### src/t1ja_cfg.svh
// constants for the t1/j1 receive alarm detector
`ifndef T1JA_CFG_SVH
`define T1JA_CFG_SVH
// ==========================================
// register indices, byte address is four times
`define T1JA_IX_STAT 8'hB9
`define T1JA_IX_IEN 8'hBA
`define T1JA_IX_CHG 8'hBB
`define T1JA_IX_RDTH 8'hBC
`define T1JA_IX_RCTH 8'hBD
`define T1JA_IX_YDTH 8'hBE
`define T1JA_IX_YCTH 8'hBF
`define T1JA_IX_ADTH 8'hC0
`define T1JA_IX_ACTH 8'hC1
`define T1JA_IX_FMT 8'hC8
// ==========================================
// reset values
`define T1JA_RST_RDTH 8'h3F
`define T1JA_RST_RCTH 8'h7F
`define T1JA_RST_YTH 8'h0A
`define T1JA_RST_ATH 8'h3F
// ==========================================
// alarm bit positions
`define T1JA_B_RED 0
`define T1JA_B_YEL 1
`define T1JA_B_AIS 2
// ==========================================
// window timing, counted in received frames
`define T1JA_WIN_MS 40
`define T1JA_RCLR_MS 120
`define T1JA_FRAME_US 125
`define T1JA_WIN_FRAMES (`T1JA_WIN_MS * 1000 / `T1JA_FRAME_US)
// ==========================================
// per-window limits
`define T1JA_AIS_ZEROS 61
`define T1JA_SF_ONES 77
`define T1JA_ESF_PAT 16'hFF00
`define T1JA_ESF_HITS 7
`define T1JA_DM_ONES 4
`define T1JA_J1SF_ZEROS 4
`define T1JA_J1ESF_ZEROS 3
// ==========================================
// positions in the frame, all counted from 0
`define T1JA_SF_BIT 3'h1
`define T1JA_DM_BIT 3'h5
`define T1JA_DM_CH 5'h17
`define T1JA_J1_FRM 5'h0B
`endif

### src/t1ja_pkg.sv
// types shared by the alarm detector files
`default_nettype none
package t1ja_pkg;
  // framing formats, codes 6 and 7 unused
  typedef enum logic [2:0] {
    T1JA_SF = 3'h0,
    T1JA_ESF = 3'h1,
    T1JA_DM = 3'h2,
    T1JA_SLC = 3'h3,
    T1JA_J1SF = 3'h4,
    T1JA_J1ESF = 3'h5
  } t1ja_fmt_t;
  // one received bit with its frame position
  typedef struct packed {
    logic vld;
    logic dat;
    logic fbit;
    logic dl;
    logic frm_start;
    logic [4:0] ch;
    logic [2:0] bno;
    logic [4:0] frm;
  } t1ja_rx_t;
endpackage
`default_nettype wire

### src/t1ja_persist.sv
// persistence counter deciding one alarm per window
`default_nettype none
module t1ja_persist
  import t1ja_pkg::*;
(
  // clock and reset
  input wire logic pclk,
  input wire logic presetn,
  // window verdicts
  input wire logic win_end,
  input wire logic eval_en,
  input wire logic decl_ok,
  input wire logic clr_ok,
  // persistence targets in windows
  input wire logic [9:0] decl_wins,
  input wire logic [9:0] clr_wins,
  // alarm state and change pulse
  output logic alarm_q,
  output logic flip
);
  logic alarm_d;
  logic [9:0] cnt_q;
  logic [9:0] cnt_d;
  logic [9:0] tgt;
  logic ok;

  // a zero target still needs one window
  always_comb begin
    tgt = alarm_q ? clr_wins : decl_wins;
    if (tgt == 10'h000) begin
      tgt = 10'h001;
    end
    ok = alarm_q ? clr_ok : decl_ok;
  end

  always_comb begin
    alarm_d = alarm_q;
    cnt_d = cnt_q;
    if (win_end) begin
      if (!eval_en || !ok) begin
        cnt_d = 10'h000;
      end else if (cnt_q + 10'h001 >= tgt) begin
        alarm_d = !alarm_q;
        cnt_d = 10'h000;
      end else begin
        cnt_d = cnt_q + 10'h001;
      end
    end
  end
  assign flip = alarm_d != alarm_q;

  always_ff @(posedge pclk or negedge presetn) begin
    if (!presetn) begin
      alarm_q <= 1'b0;
      cnt_q <= 10'h000;
    end else begin
      alarm_q <= alarm_d;
      cnt_q <= cnt_d;
    end
  end
endmodule
`default_nettype wire

### src/t1ja_alarm_detector.sv
// receive-side t1/j1 alarm detector with apb registers
`default_nettype none
`include "t1ja_cfg.svh"

// ==========================================
// alarm detector top
module t1ja_alarm_detector
  import t1ja_pkg::*;
(
  // clock and reset
  input wire logic pclk,
  input wire logic presetn,
  // apb slave
  input wire logic psel,
  input wire logic penable,
  input wire logic pwrite,
  input wire logic [11:0] paddr,
  input wire logic [31:0] pwdata,
  output logic [31:0] prdata,
  output logic pready,
  output logic pslverr,
  // framed receive stream
  input wire t1ja_rx_t rx,
  input wire logic rx_in_sync,
  // interrupt, active low
  output logic alarm_irq_n
);
  localparam logic [8:0] win_last = 9'(`T1JA_WIN_FRAMES - 1);
  localparam logic [9:0] rclr_mul = 10'(`T1JA_RCLR_MS / `T1JA_WIN_MS);

  // ==========================================
  // helpers
  // apb word hit for a register index
  function automatic logic t1ja_hit(input logic [11:0] a,
                                    input logic [7:0] ix);
    t1ja_hit = a == {2'b00, ix, 2'b00};
  endfunction

  // saturating event count, restart at window edge
  function automatic logic [6:0] t1ja_next(input logic [6:0] c,
                                           input logic ev,
                                           input logic rst);
    logic [6:0] base;
    base = rst ? 7'h00 : c;
    t1ja_next = (ev && base != 7'h7F) ? base + 7'h01 : base;
  endfunction

  // ==========================================
  // declarations
  logic [8:0] frm_cnt_q;
  logic win_end;
  logic all_in_q;
  logic all_out_q;
  logic [6:0] zero_cnt_q;
  logic [6:0] yel_cnt_q;
  logic [15:0] dl_sr_q;
  logic zero_ev;
  logic yel_ev;
  logic yel_decl;
  logic ais_decl;
  logic esf_hit;
  t1ja_fmt_t fmt;
  logic [2:0] fmt_q;
  logic [2:0] ien_q;
  logic [2:0] chg_q;
  logic [2:0] chg_clr;
  logic [7:0] rdth_q;
  logic [7:0] rcth_q;
  logic [7:0] ydth_q;
  logic [7:0] ycth_q;
  logic [7:0] adth_q;
  logic [7:0] acth_q;
  logic [31:0] prdata_q;
  logic wr_ack;
  logic rd_setup;
  logic mapped;
  logic [2:0] alm;
  logic [2:0] flip;
  logic [2:0] eval_en;
  logic [2:0] decl_ok;
  logic [2:0] clr_ok;
  logic [2:0][9:0] decl_w;
  logic [2:0][9:0] clr_w;

  // ==========================================
  // window timing
  // window closes on frame start
  assign win_end = rx.frm_start && frm_cnt_q == win_last;

  // frame count within the window
  always_ff @(posedge pclk or negedge presetn) begin
    if (!presetn) begin
      frm_cnt_q <= 9'h000;
    end else if (rx.frm_start) begin
      frm_cnt_q <= win_end ? 9'h000 : frm_cnt_q + 9'h001;
    end
  end

  // sync held through the whole window; first window after
  // reset is partial, so it never counts
  always_ff @(posedge pclk or negedge presetn) begin
    if (!presetn) begin
      all_in_q <= 1'b0;
      all_out_q <= 1'b0;
    end else if (win_end) begin
      all_in_q <= rx_in_sync;
      all_out_q <= !rx_in_sync;
    end else begin
      all_in_q <= all_in_q && rx_in_sync;
      all_out_q <= all_out_q && !rx_in_sync;
    end
  end

  // ==========================================
  // per-window event counts
  assign fmt = t1ja_fmt_t'(fmt_q);
  assign zero_ev = rx.vld && !rx.dat;
  assign esf_hit = rx.vld && rx.dl &&
    {dl_sr_q[14:0], rx.dat} == `T1JA_ESF_PAT;

  // link bit history, kept across windows
  always_ff @(posedge pclk or negedge presetn) begin
    if (!presetn) begin
      dl_sr_q <= 16'h0000;
    end else if (rx.vld && rx.dl) begin
      dl_sr_q <= {dl_sr_q[14:0], rx.dat};
    end
  end

  // yellow event by framing format
  always_comb begin
    yel_ev = 1'b0;
    unique case (fmt)
      // bit 2 ones of every channel
      T1JA_SF, T1JA_SLC: yel_ev = rx.vld && !rx.fbit &&
        rx.bno == `T1JA_SF_BIT && rx.dat;
      T1JA_ESF: yel_ev = esf_hit;
      T1JA_DM: yel_ev = rx.vld && !rx.fbit && rx.dat &&
        rx.ch == `T1JA_DM_CH && rx.bno == `T1JA_DM_BIT;
      T1JA_J1SF: yel_ev = rx.vld && rx.fbit && !rx.dat &&
        rx.frm == `T1JA_J1_FRM;
      T1JA_J1ESF: yel_ev = rx.vld && rx.dl && !rx.dat;
      default: yel_ev = rx.vld && !rx.fbit &&
        rx.bno == `T1JA_SF_BIT && rx.dat;
    endcase
  end

  // counters saturate; the edge cycle starts the next window
  always_ff @(posedge pclk or negedge presetn) begin
    if (!presetn) begin
      zero_cnt_q <= 7'h00;
      yel_cnt_q <= 7'h00;
    end else begin
      zero_cnt_q <= t1ja_next(zero_cnt_q, zero_ev, win_end);
      yel_cnt_q <= t1ja_next(yel_cnt_q, yel_ev, win_end);
    end
  end

  // ==========================================
  // window verdicts
  // blue declare test
  assign ais_decl = zero_cnt_q < 7'(`T1JA_AIS_ZEROS);

  // yellow declare test; clearing is its complement
  always_comb begin
    unique case (fmt)
      T1JA_ESF: yel_decl = yel_cnt_q > 7'(`T1JA_ESF_HITS);
      T1JA_DM: yel_decl = yel_cnt_q < 7'(`T1JA_DM_ONES);
      T1JA_J1SF: yel_decl = yel_cnt_q < 7'(`T1JA_J1SF_ZEROS);
      T1JA_J1ESF: yel_decl = yel_cnt_q < 7'(`T1JA_J1ESF_ZEROS);
      T1JA_SF, T1JA_SLC: yel_decl = yel_cnt_q < 7'(`T1JA_SF_ONES);
      default: yel_decl = yel_cnt_q < 7'(`T1JA_SF_ONES);
    endcase
  end

  // verdicts and targets per alarm
  always_comb begin
    eval_en[`T1JA_B_RED] = 1'b1;
    decl_ok[`T1JA_B_RED] = all_out_q;
    // whole window in sync, three per step
    clr_ok[`T1JA_B_RED] = all_in_q;
    decl_w[`T1JA_B_RED] = {2'b00, rdth_q};
    clr_w[`T1JA_B_RED] = 10'({2'b00, rcth_q} * rclr_mul);
    eval_en[`T1JA_B_YEL] = all_in_q;
    decl_ok[`T1JA_B_YEL] = yel_decl;
    clr_ok[`T1JA_B_YEL] = !yel_decl;
    decl_w[`T1JA_B_YEL] = {2'b00, ydth_q};
    clr_w[`T1JA_B_YEL] = {2'b00, ycth_q};
    eval_en[`T1JA_B_AIS] = 1'b1;
    decl_ok[`T1JA_B_AIS] = ais_decl;
    clr_ok[`T1JA_B_AIS] = !ais_decl;
    decl_w[`T1JA_B_AIS] = {2'b00, adth_q};
    clr_w[`T1JA_B_AIS] = {2'b00, acth_q};
  end

  // one persistence counter per alarm
  for (genvar i = 0; i < 3; i++) begin : g_alm
    t1ja_persist u_persist (
      .pclk(pclk),
      .presetn(presetn),
      .win_end(win_end),
      .eval_en(eval_en[i]),
      .decl_ok(decl_ok[i]),
      .clr_ok(clr_ok[i]),
      .decl_wins(decl_w[i]),
      .clr_wins(clr_w[i]),
      .alarm_q(alm[i]),
      .flip(flip[i])
    );
  end

  // ==========================================
  // apb slave, no wait states
  assign pready = 1'b1;
  assign wr_ack = psel && penable && pwrite;
  assign rd_setup = psel && !penable && !pwrite;
  assign mapped = t1ja_hit(paddr, `T1JA_IX_STAT) ||
    t1ja_hit(paddr, `T1JA_IX_IEN) || t1ja_hit(paddr, `T1JA_IX_CHG) ||
    t1ja_hit(paddr, `T1JA_IX_RDTH) || t1ja_hit(paddr, `T1JA_IX_RCTH) ||
    t1ja_hit(paddr, `T1JA_IX_YDTH) || t1ja_hit(paddr, `T1JA_IX_YCTH) ||
    t1ja_hit(paddr, `T1JA_IX_ADTH) || t1ja_hit(paddr, `T1JA_IX_ACTH) ||
    t1ja_hit(paddr, `T1JA_IX_FMT);
  // unmapped words answer with an error, not silence
  assign pslverr = psel && penable && !mapped;
  assign prdata = prdata_q;

  always_ff @(posedge pclk or negedge presetn) begin
    if (!presetn) begin
      ien_q <= 3'h0;
      rdth_q <= `T1JA_RST_RDTH;
      rcth_q <= `T1JA_RST_RCTH;
      ydth_q <= `T1JA_RST_YTH;
      ycth_q <= `T1JA_RST_YTH;
      adth_q <= `T1JA_RST_ATH;
      acth_q <= `T1JA_RST_ATH;
      fmt_q <= 3'h0;
    end else if (wr_ack) begin
      if (t1ja_hit(paddr, `T1JA_IX_IEN)) ien_q <= pwdata[2:0];
      if (t1ja_hit(paddr, `T1JA_IX_RDTH)) rdth_q <= pwdata[7:0];
      if (t1ja_hit(paddr, `T1JA_IX_RCTH)) rcth_q <= pwdata[7:0];
      if (t1ja_hit(paddr, `T1JA_IX_YDTH)) ydth_q <= pwdata[7:0];
      if (t1ja_hit(paddr, `T1JA_IX_YCTH)) ycth_q <= pwdata[7:0];
      if (t1ja_hit(paddr, `T1JA_IX_ADTH)) adth_q <= pwdata[7:0];
      if (t1ja_hit(paddr, `T1JA_IX_ACTH)) acth_q <= pwdata[7:0];
      if (t1ja_hit(paddr, `T1JA_IX_FMT)) fmt_q <= pwdata[2:0];
    end
  end

  // read data captured in the setup cycle
  always_ff @(posedge pclk or negedge presetn) begin
    if (!presetn) begin
      prdata_q <= 32'h0000_0000;
    end else if (rd_setup) begin
      prdata_q <= 32'h0000_0000;
      if (t1ja_hit(paddr, `T1JA_IX_STAT)) prdata_q[2:0] <= alm;
      if (t1ja_hit(paddr, `T1JA_IX_IEN)) prdata_q[2:0] <= ien_q;
      if (t1ja_hit(paddr, `T1JA_IX_CHG)) prdata_q[2:0] <= chg_q;
      if (t1ja_hit(paddr, `T1JA_IX_RDTH)) prdata_q[7:0] <= rdth_q;
      if (t1ja_hit(paddr, `T1JA_IX_RCTH)) prdata_q[7:0] <= rcth_q;
      if (t1ja_hit(paddr, `T1JA_IX_YDTH)) prdata_q[7:0] <= ydth_q;
      if (t1ja_hit(paddr, `T1JA_IX_YCTH)) prdata_q[7:0] <= ycth_q;
      if (t1ja_hit(paddr, `T1JA_IX_ADTH)) prdata_q[7:0] <= adth_q;
      if (t1ja_hit(paddr, `T1JA_IX_ACTH)) prdata_q[7:0] <= acth_q;
      if (t1ja_hit(paddr, `T1JA_IX_FMT)) prdata_q[2:0] <= fmt_q;
    end
  end

  // ==========================================
  // change flags and interrupt
  assign chg_clr = (wr_ack && t1ja_hit(paddr, `T1JA_IX_CHG)) ?
    pwdata[2:0] : 3'h0;

  // set on either edge, set beats clear
  always_ff @(posedge pclk or negedge presetn) begin
    if (!presetn) begin
      chg_q <= 3'h0;
    end else begin
      // write one clears, reads do not
      chg_q <= (chg_q & ~chg_clr) | flip;
    end
  end

  // enabled flags pull the pin low
  assign alarm_irq_n = !(|(chg_q & ien_q));
endmodule
`default_nettype wire

### config.mk
export PLATFORM = sky130hd
export DESIGN_NAME = t1ja_alarm_detector
export DESIGN_NICKNAME = d
export VERILOG_FILES = /design/src/t1ja_pkg.sv /design/src/t1ja_persist.sv /design/src/t1ja_alarm_detector.sv
export VERILOG_INCLUDE_DIRS = /design/src
export SDC_FILE = /design/constraint.sdc
export NUM_CORES = 1
export LEC_CHECK = 0
export ABC_AREA = 1
export BUFFER_PORTS_ARGS = -buffer_cell sky130_fd_sc_hd__buf_2
export CAP_MARGIN = 20
export CELL_PAD_IN_SITES_DETAIL_PLACEMENT = 0
export CELL_PAD_IN_SITES_GLOBAL_PLACEMENT = 1
export CORE_MARGIN = 2
export CORE_UTILIZATION = 47
export DETAILED_ROUTE_END_ITERATION = 8
export PLACE_DENSITY_LB_ADDON = 0.1
export SETUP_SLACK_MARGIN = 0.1
export SYNTH_ARGS = -nofsm -noshare
export SYNTH_HDL_FRONTEND = slang
export SYNTH_SLANG_ARGS = --single-unit
### constraint.sdc
create_clock -name pclk -period 4.4 [get_ports pclk]
set_input_delay 0.88 -clock pclk [delete_from_list [all_inputs] [get_ports pclk]]
set_output_delay 0.88 -clock pclk [all_outputs]
set_load 0.05 [all_outputs]
==> flow_summary.json <==
{
  "max-cap-violations": 0,
  "critPathRequiredTime_ps": 4760,
  "num_vias": 7224,
  "hold_fix_buffers_at_cts": 0,
  "top_cells_by_area_in_the_synthesized_netlist": "sky130_fd_sc_hd__dfrtp_1 (31%), sky130_fd_sc_hd__nand2_1 (12%), sky130_fd_sc_hd__dfstp_2 (8.7%)",
  "start_util_pct": 48.3,
  "timing.critical_path.to_type": "register",
  "clk_pin_slew_worst_paths_ps": 70,
  "run_status": "finished clean",
  "critical_path_depth": 17,
  "post-route-min-period_ps": 3340,
  "yosysTopAreaCellShare_pct": 31.1,
  "synth_flop_cell": "sky130_fd_sc_hd__dfrtp_1",
  "synth.distinct_cells": 49,
  "grt_start_max_net_pins": 87,
  "path_max_fanout": 8,
  "crit_end": "g_alm[0].u_persist.cnt_q[0]",
  "netlist.top_cell.by_area": "sky130_fd_sc_hd__dfrtp_1",
  "ys_seq_elements": 138,
  "final_common_cell": "sky130_fd_sc_hd__nand2_1",
  "worst_path_dominant_cell_family": "simple AND/OR/NAND/NOR gates",
  "placement_rows": 49,
  "detailedPlace.worstSlack_ps": 1070,
  "die_area_mm2": 0.0198,
  "place.detailed.hpwl_um": 15600,
  "maximum_vdd_drop_mv": 0.321,
  "synth-seq-area-share_pct": 39.8,
  "placement.io_buffers": 53,
  "synth.yosys.warnings": 0,
  "path_buf_inv": 1,
  "global_router_s_overall_resource_usage_pct": 22.0,
  "grt_pass1_wl_um": 34800,
  "timing.critical_path.cells": "ha_1 -> fa_1 -> o21ai_0 -> nand2_1 -> nor3_1 -> nand3_1 -> nor2_1 -> nand3_1 -> nand2_1 -> ha_1 -> nand2_1 -> nor2_1 -> nand4_1 -> nand4_1 -> inv_1 -> nand2_4 -> a21oi_2",
  "netlist_area_mm2": 0.00876,
  "die-width_um": 141,
  "finalSetupViolations": 0,
  "rr_endpoint": "g_alm[0].u_persist.cnt_q[0]",
  "async_flop_share_pct": 100,
  "clock_latency_ps": 430,
  "worst_hold_path_type": "register to register",
  "clock.fmax_mhz": 299,
  "die_height_um": 141,
  "detailed_route_wire_length_per_cell_um": 14.3,
  "cts_tree": "yes",
  "total_core_area_mm2": 0.0181,
  "route.detailed.drc": 0,
  "numCtsBuffers": 17,
  "grt_setup_unrepaired": "false",
  "r2r_slack_ps": 1060,
  "drive_above_1_share_pct": 15.0,
  "first_global_vias": 7057,
  "antenna_left": 0,
  "routed_wirelength_um": 20600,
  "r2r-start": "rcth_q[1]",
  "synthCells": 1147,
  "post_cts.resized_instances": 0,
  "timing.critical_path.slowest_stage_cell": "sky130_fd_sc_hd__dfstp_2",
  "flow.area_growth_from_synthesis_pct": 11.3,
  "setup-tns-final_ps": 0,
  "critical-path-top-cell-by-count": "sky130_fd_sc_hd__nand2_1",
  "worst_setup_path_startpoint": "rcth_q[1]",
  "tightestPinTransition_ps": 813,
  "power.density_mw_per_mm2": 437,
  "syn-mean-instance-area_um2": 7.64,
  "period_share_pct": 76.0,
  "via_per_inst": 5.00,
  "floorplan.io_pins": 103,
  "critPathMaxStageDelay_ps": 600,
  "worstSetupPathType": "register to register",
  "timing.final.hold_violations": 0,
  "dr.first_iter.drc_count": 361,
  "finalMaxSlewViolations": 0,
  "p_leak_nw": 4.84,
  "worst_r2r_path_depth": 17,
  "post_cts_setup_buffers": 0,
  "cts_root_buf": "sky130_fd_sc_hd__clkbuf_16",
  "grt.overflow.total": 0,
  "worst_setup_path_start_kind": "register",
  "htree_levels": 4,
  "cp_data_arrival_time_ps": 3700,
  "number_of_sinks_on_the_clock_net": 138,
  "fin_worst_skew_ps": 14.0,
  "synth-edff-count": 0,
  "holdCritStartpoint": "prdata[6]",
  "finish.utilization_pct": 53.7,
  "grt_antenna_before_repair": 0,
  "post_layout_nets": 1312,
  "antenna_cells_inserted": 0,
  "relative_slew_margins_pct": 45.8,
  "final.setup.worst_slack_ps": 1060,
  "dr.pass1.iters": 5,
  "cts-root-to-sink-buffers": 2,
  "globalplace.congestion": 0.836,
  "final.fill_count": 1800,
  "mostFrequentLayoutCells": "sky130_fd_sc_hd__nand2_1 (291), sky130_fd_sc_hd__inv_1 (160), sky130_fd_sc_hd__dfrtp_1 (109)"
}
[cell families after synthesis]
kind of cell,Yosys count,synth area share [%]
AOI/OAI and AO/OA,177,11.4
and+or+nand+nor,526,26.8
buffers and inverters,215,10.7
xor gates and xnor gates,29,2.90
adders and majority gates,41,5.94
other,2,0.0857
muxes,19,2.33
DFF,138,39.8
[power breakdown]
part | switching [mW] | internal (mW) | total, mW
logic | 0.770 | 0.443 | 1.21
registers | 0.162 | 1.48 | 1.64
clock network | 0.653 | 0.756 | 1.41
[cells in the mapped netlist, types with 4 or more instances]
master,count
sky130_fd_sc_hd__buf_2,8
sky130_fd_sc_hd__inv_2,10
sky130_fd_sc_hd__o211ai_1,6
sky130_fd_sc_hd__a21oi_1,30
sky130_fd_sc_hd__mux2i_1,8
sky130_fd_sc_hd__o21ai_0,81
sky130_fd_sc_hd__dfrtp_1,109
sky130_fd_sc_hd__o22ai_1,8
sky130_fd_sc_hd__inv_1,160
sky130_fd_sc_hd__nand3_1,65
sky130_fd_sc_hd__o21ai_1,26
sky130_fd_sc_hd__mux2_2,11
sky130_fd_sc_hd__o21ai_2,7
sky130_fd_sc_hd__nor2_4,8
sky130_fd_sc_hd__nand4_1,28
sky130_fd_sc_hd__xor2_1,24
sky130_fd_sc_hd__ha_1,40
sky130_fd_sc_hd__nor2_2,5
sky130_fd_sc_hd__nor4_1,4
sky130_fd_sc_hd__clkbuf_1,8
sky130_fd_sc_hd__buf_4,25
sky130_fd_sc_hd__xnor2_1,5
sky130_fd_sc_hd__or2_2,4
sky130_fd_sc_hd__nand2_1,291
sky130_fd_sc_hd__nor3_1,13
sky130_fd_sc_hd__nand2_2,4
sky130_fd_sc_hd__dfstp_2,29
sky130_fd_sc_hd__nor2_1,92
[per-stage QoR]
step           cell area (um2)  hold slack, ps  power, mW  instances
2_1_floorplan             8850             453       2.58       1170
3_3_place_gp              9170             463       2.85       1413
3_5_place_dp              9170             466       2.88       1413
4_1_cts                   9750             483       4.30       1445
5_1_grt                   9750             491       4.55       1445
6_report                  9750             477       4.26       1445
[tightest hold or removal path, stage by stage, from the launching register on]
cell,delay [ps]
sky130_fd_sc_hd__dfrtp_1,340
sky130_fd_sc_hd__nand2_1,50
sky130_fd_sc_hd__nand2_1,60
[layout make-up]
type                    count  area [um2]  area share [%]
multi-input cells         817        4430            45.4
flip-flops and latches    138        3490            35.8
inverters                 171         643            6.59
clock inverters            15         160            1.64
well taps                 229         287            2.94
repair buffers             58         322            3.30
clock buffers              17         425            4.36
[layer usage]
| metal | up-vias | global-route usage [%] | share of wire (%) | wire, um |
|---|---|---|---|---|
| met4 | 0 | 6.11 | 1.7 | 345 |
| met5 | - | 0 | 0 | 0 |
| met3 | 25 | 4.14 | 3.2 | 663 |
| met2 | 124 | 36.4 | 48 | 9930 |
| met1 | 3304 | 29.8 | 47 | 9700 |
| li1 | 3771 | - | - | - |
[registers in the layout, summed over array words and instances (netlist names)]
signal / flops
rcth_q: 8
g_alm.u_persist.cnt_q: 30
g_alm.u_persist.alarm_q: 3
rdth_q: 8
all_out_q: 1
yel_cnt_q: 7
ydth_q: 8
all_in_q: 1
dl_sr_q: 15
prdata: 8
acth_q: 8
frm_cnt_q: 9
adth_q: 8
fmt: 3
ien_q: 3
chg_q: 3
zero_cnt_q: 7
ycth_q: 8
[worst min path at each step]
stage,depth (start not counted),to,slack [ps]
final,2,prdata[6],480
after global routing,2,prdata[6],490
after CTS,2,prdata[6],480
after detailed placement,2,prdata[6],470
after global placement,2,prdata[6],460
after floorplan,2,rdth_q[7],450
No activity file was read; power rests on OpenSTA's default activity.
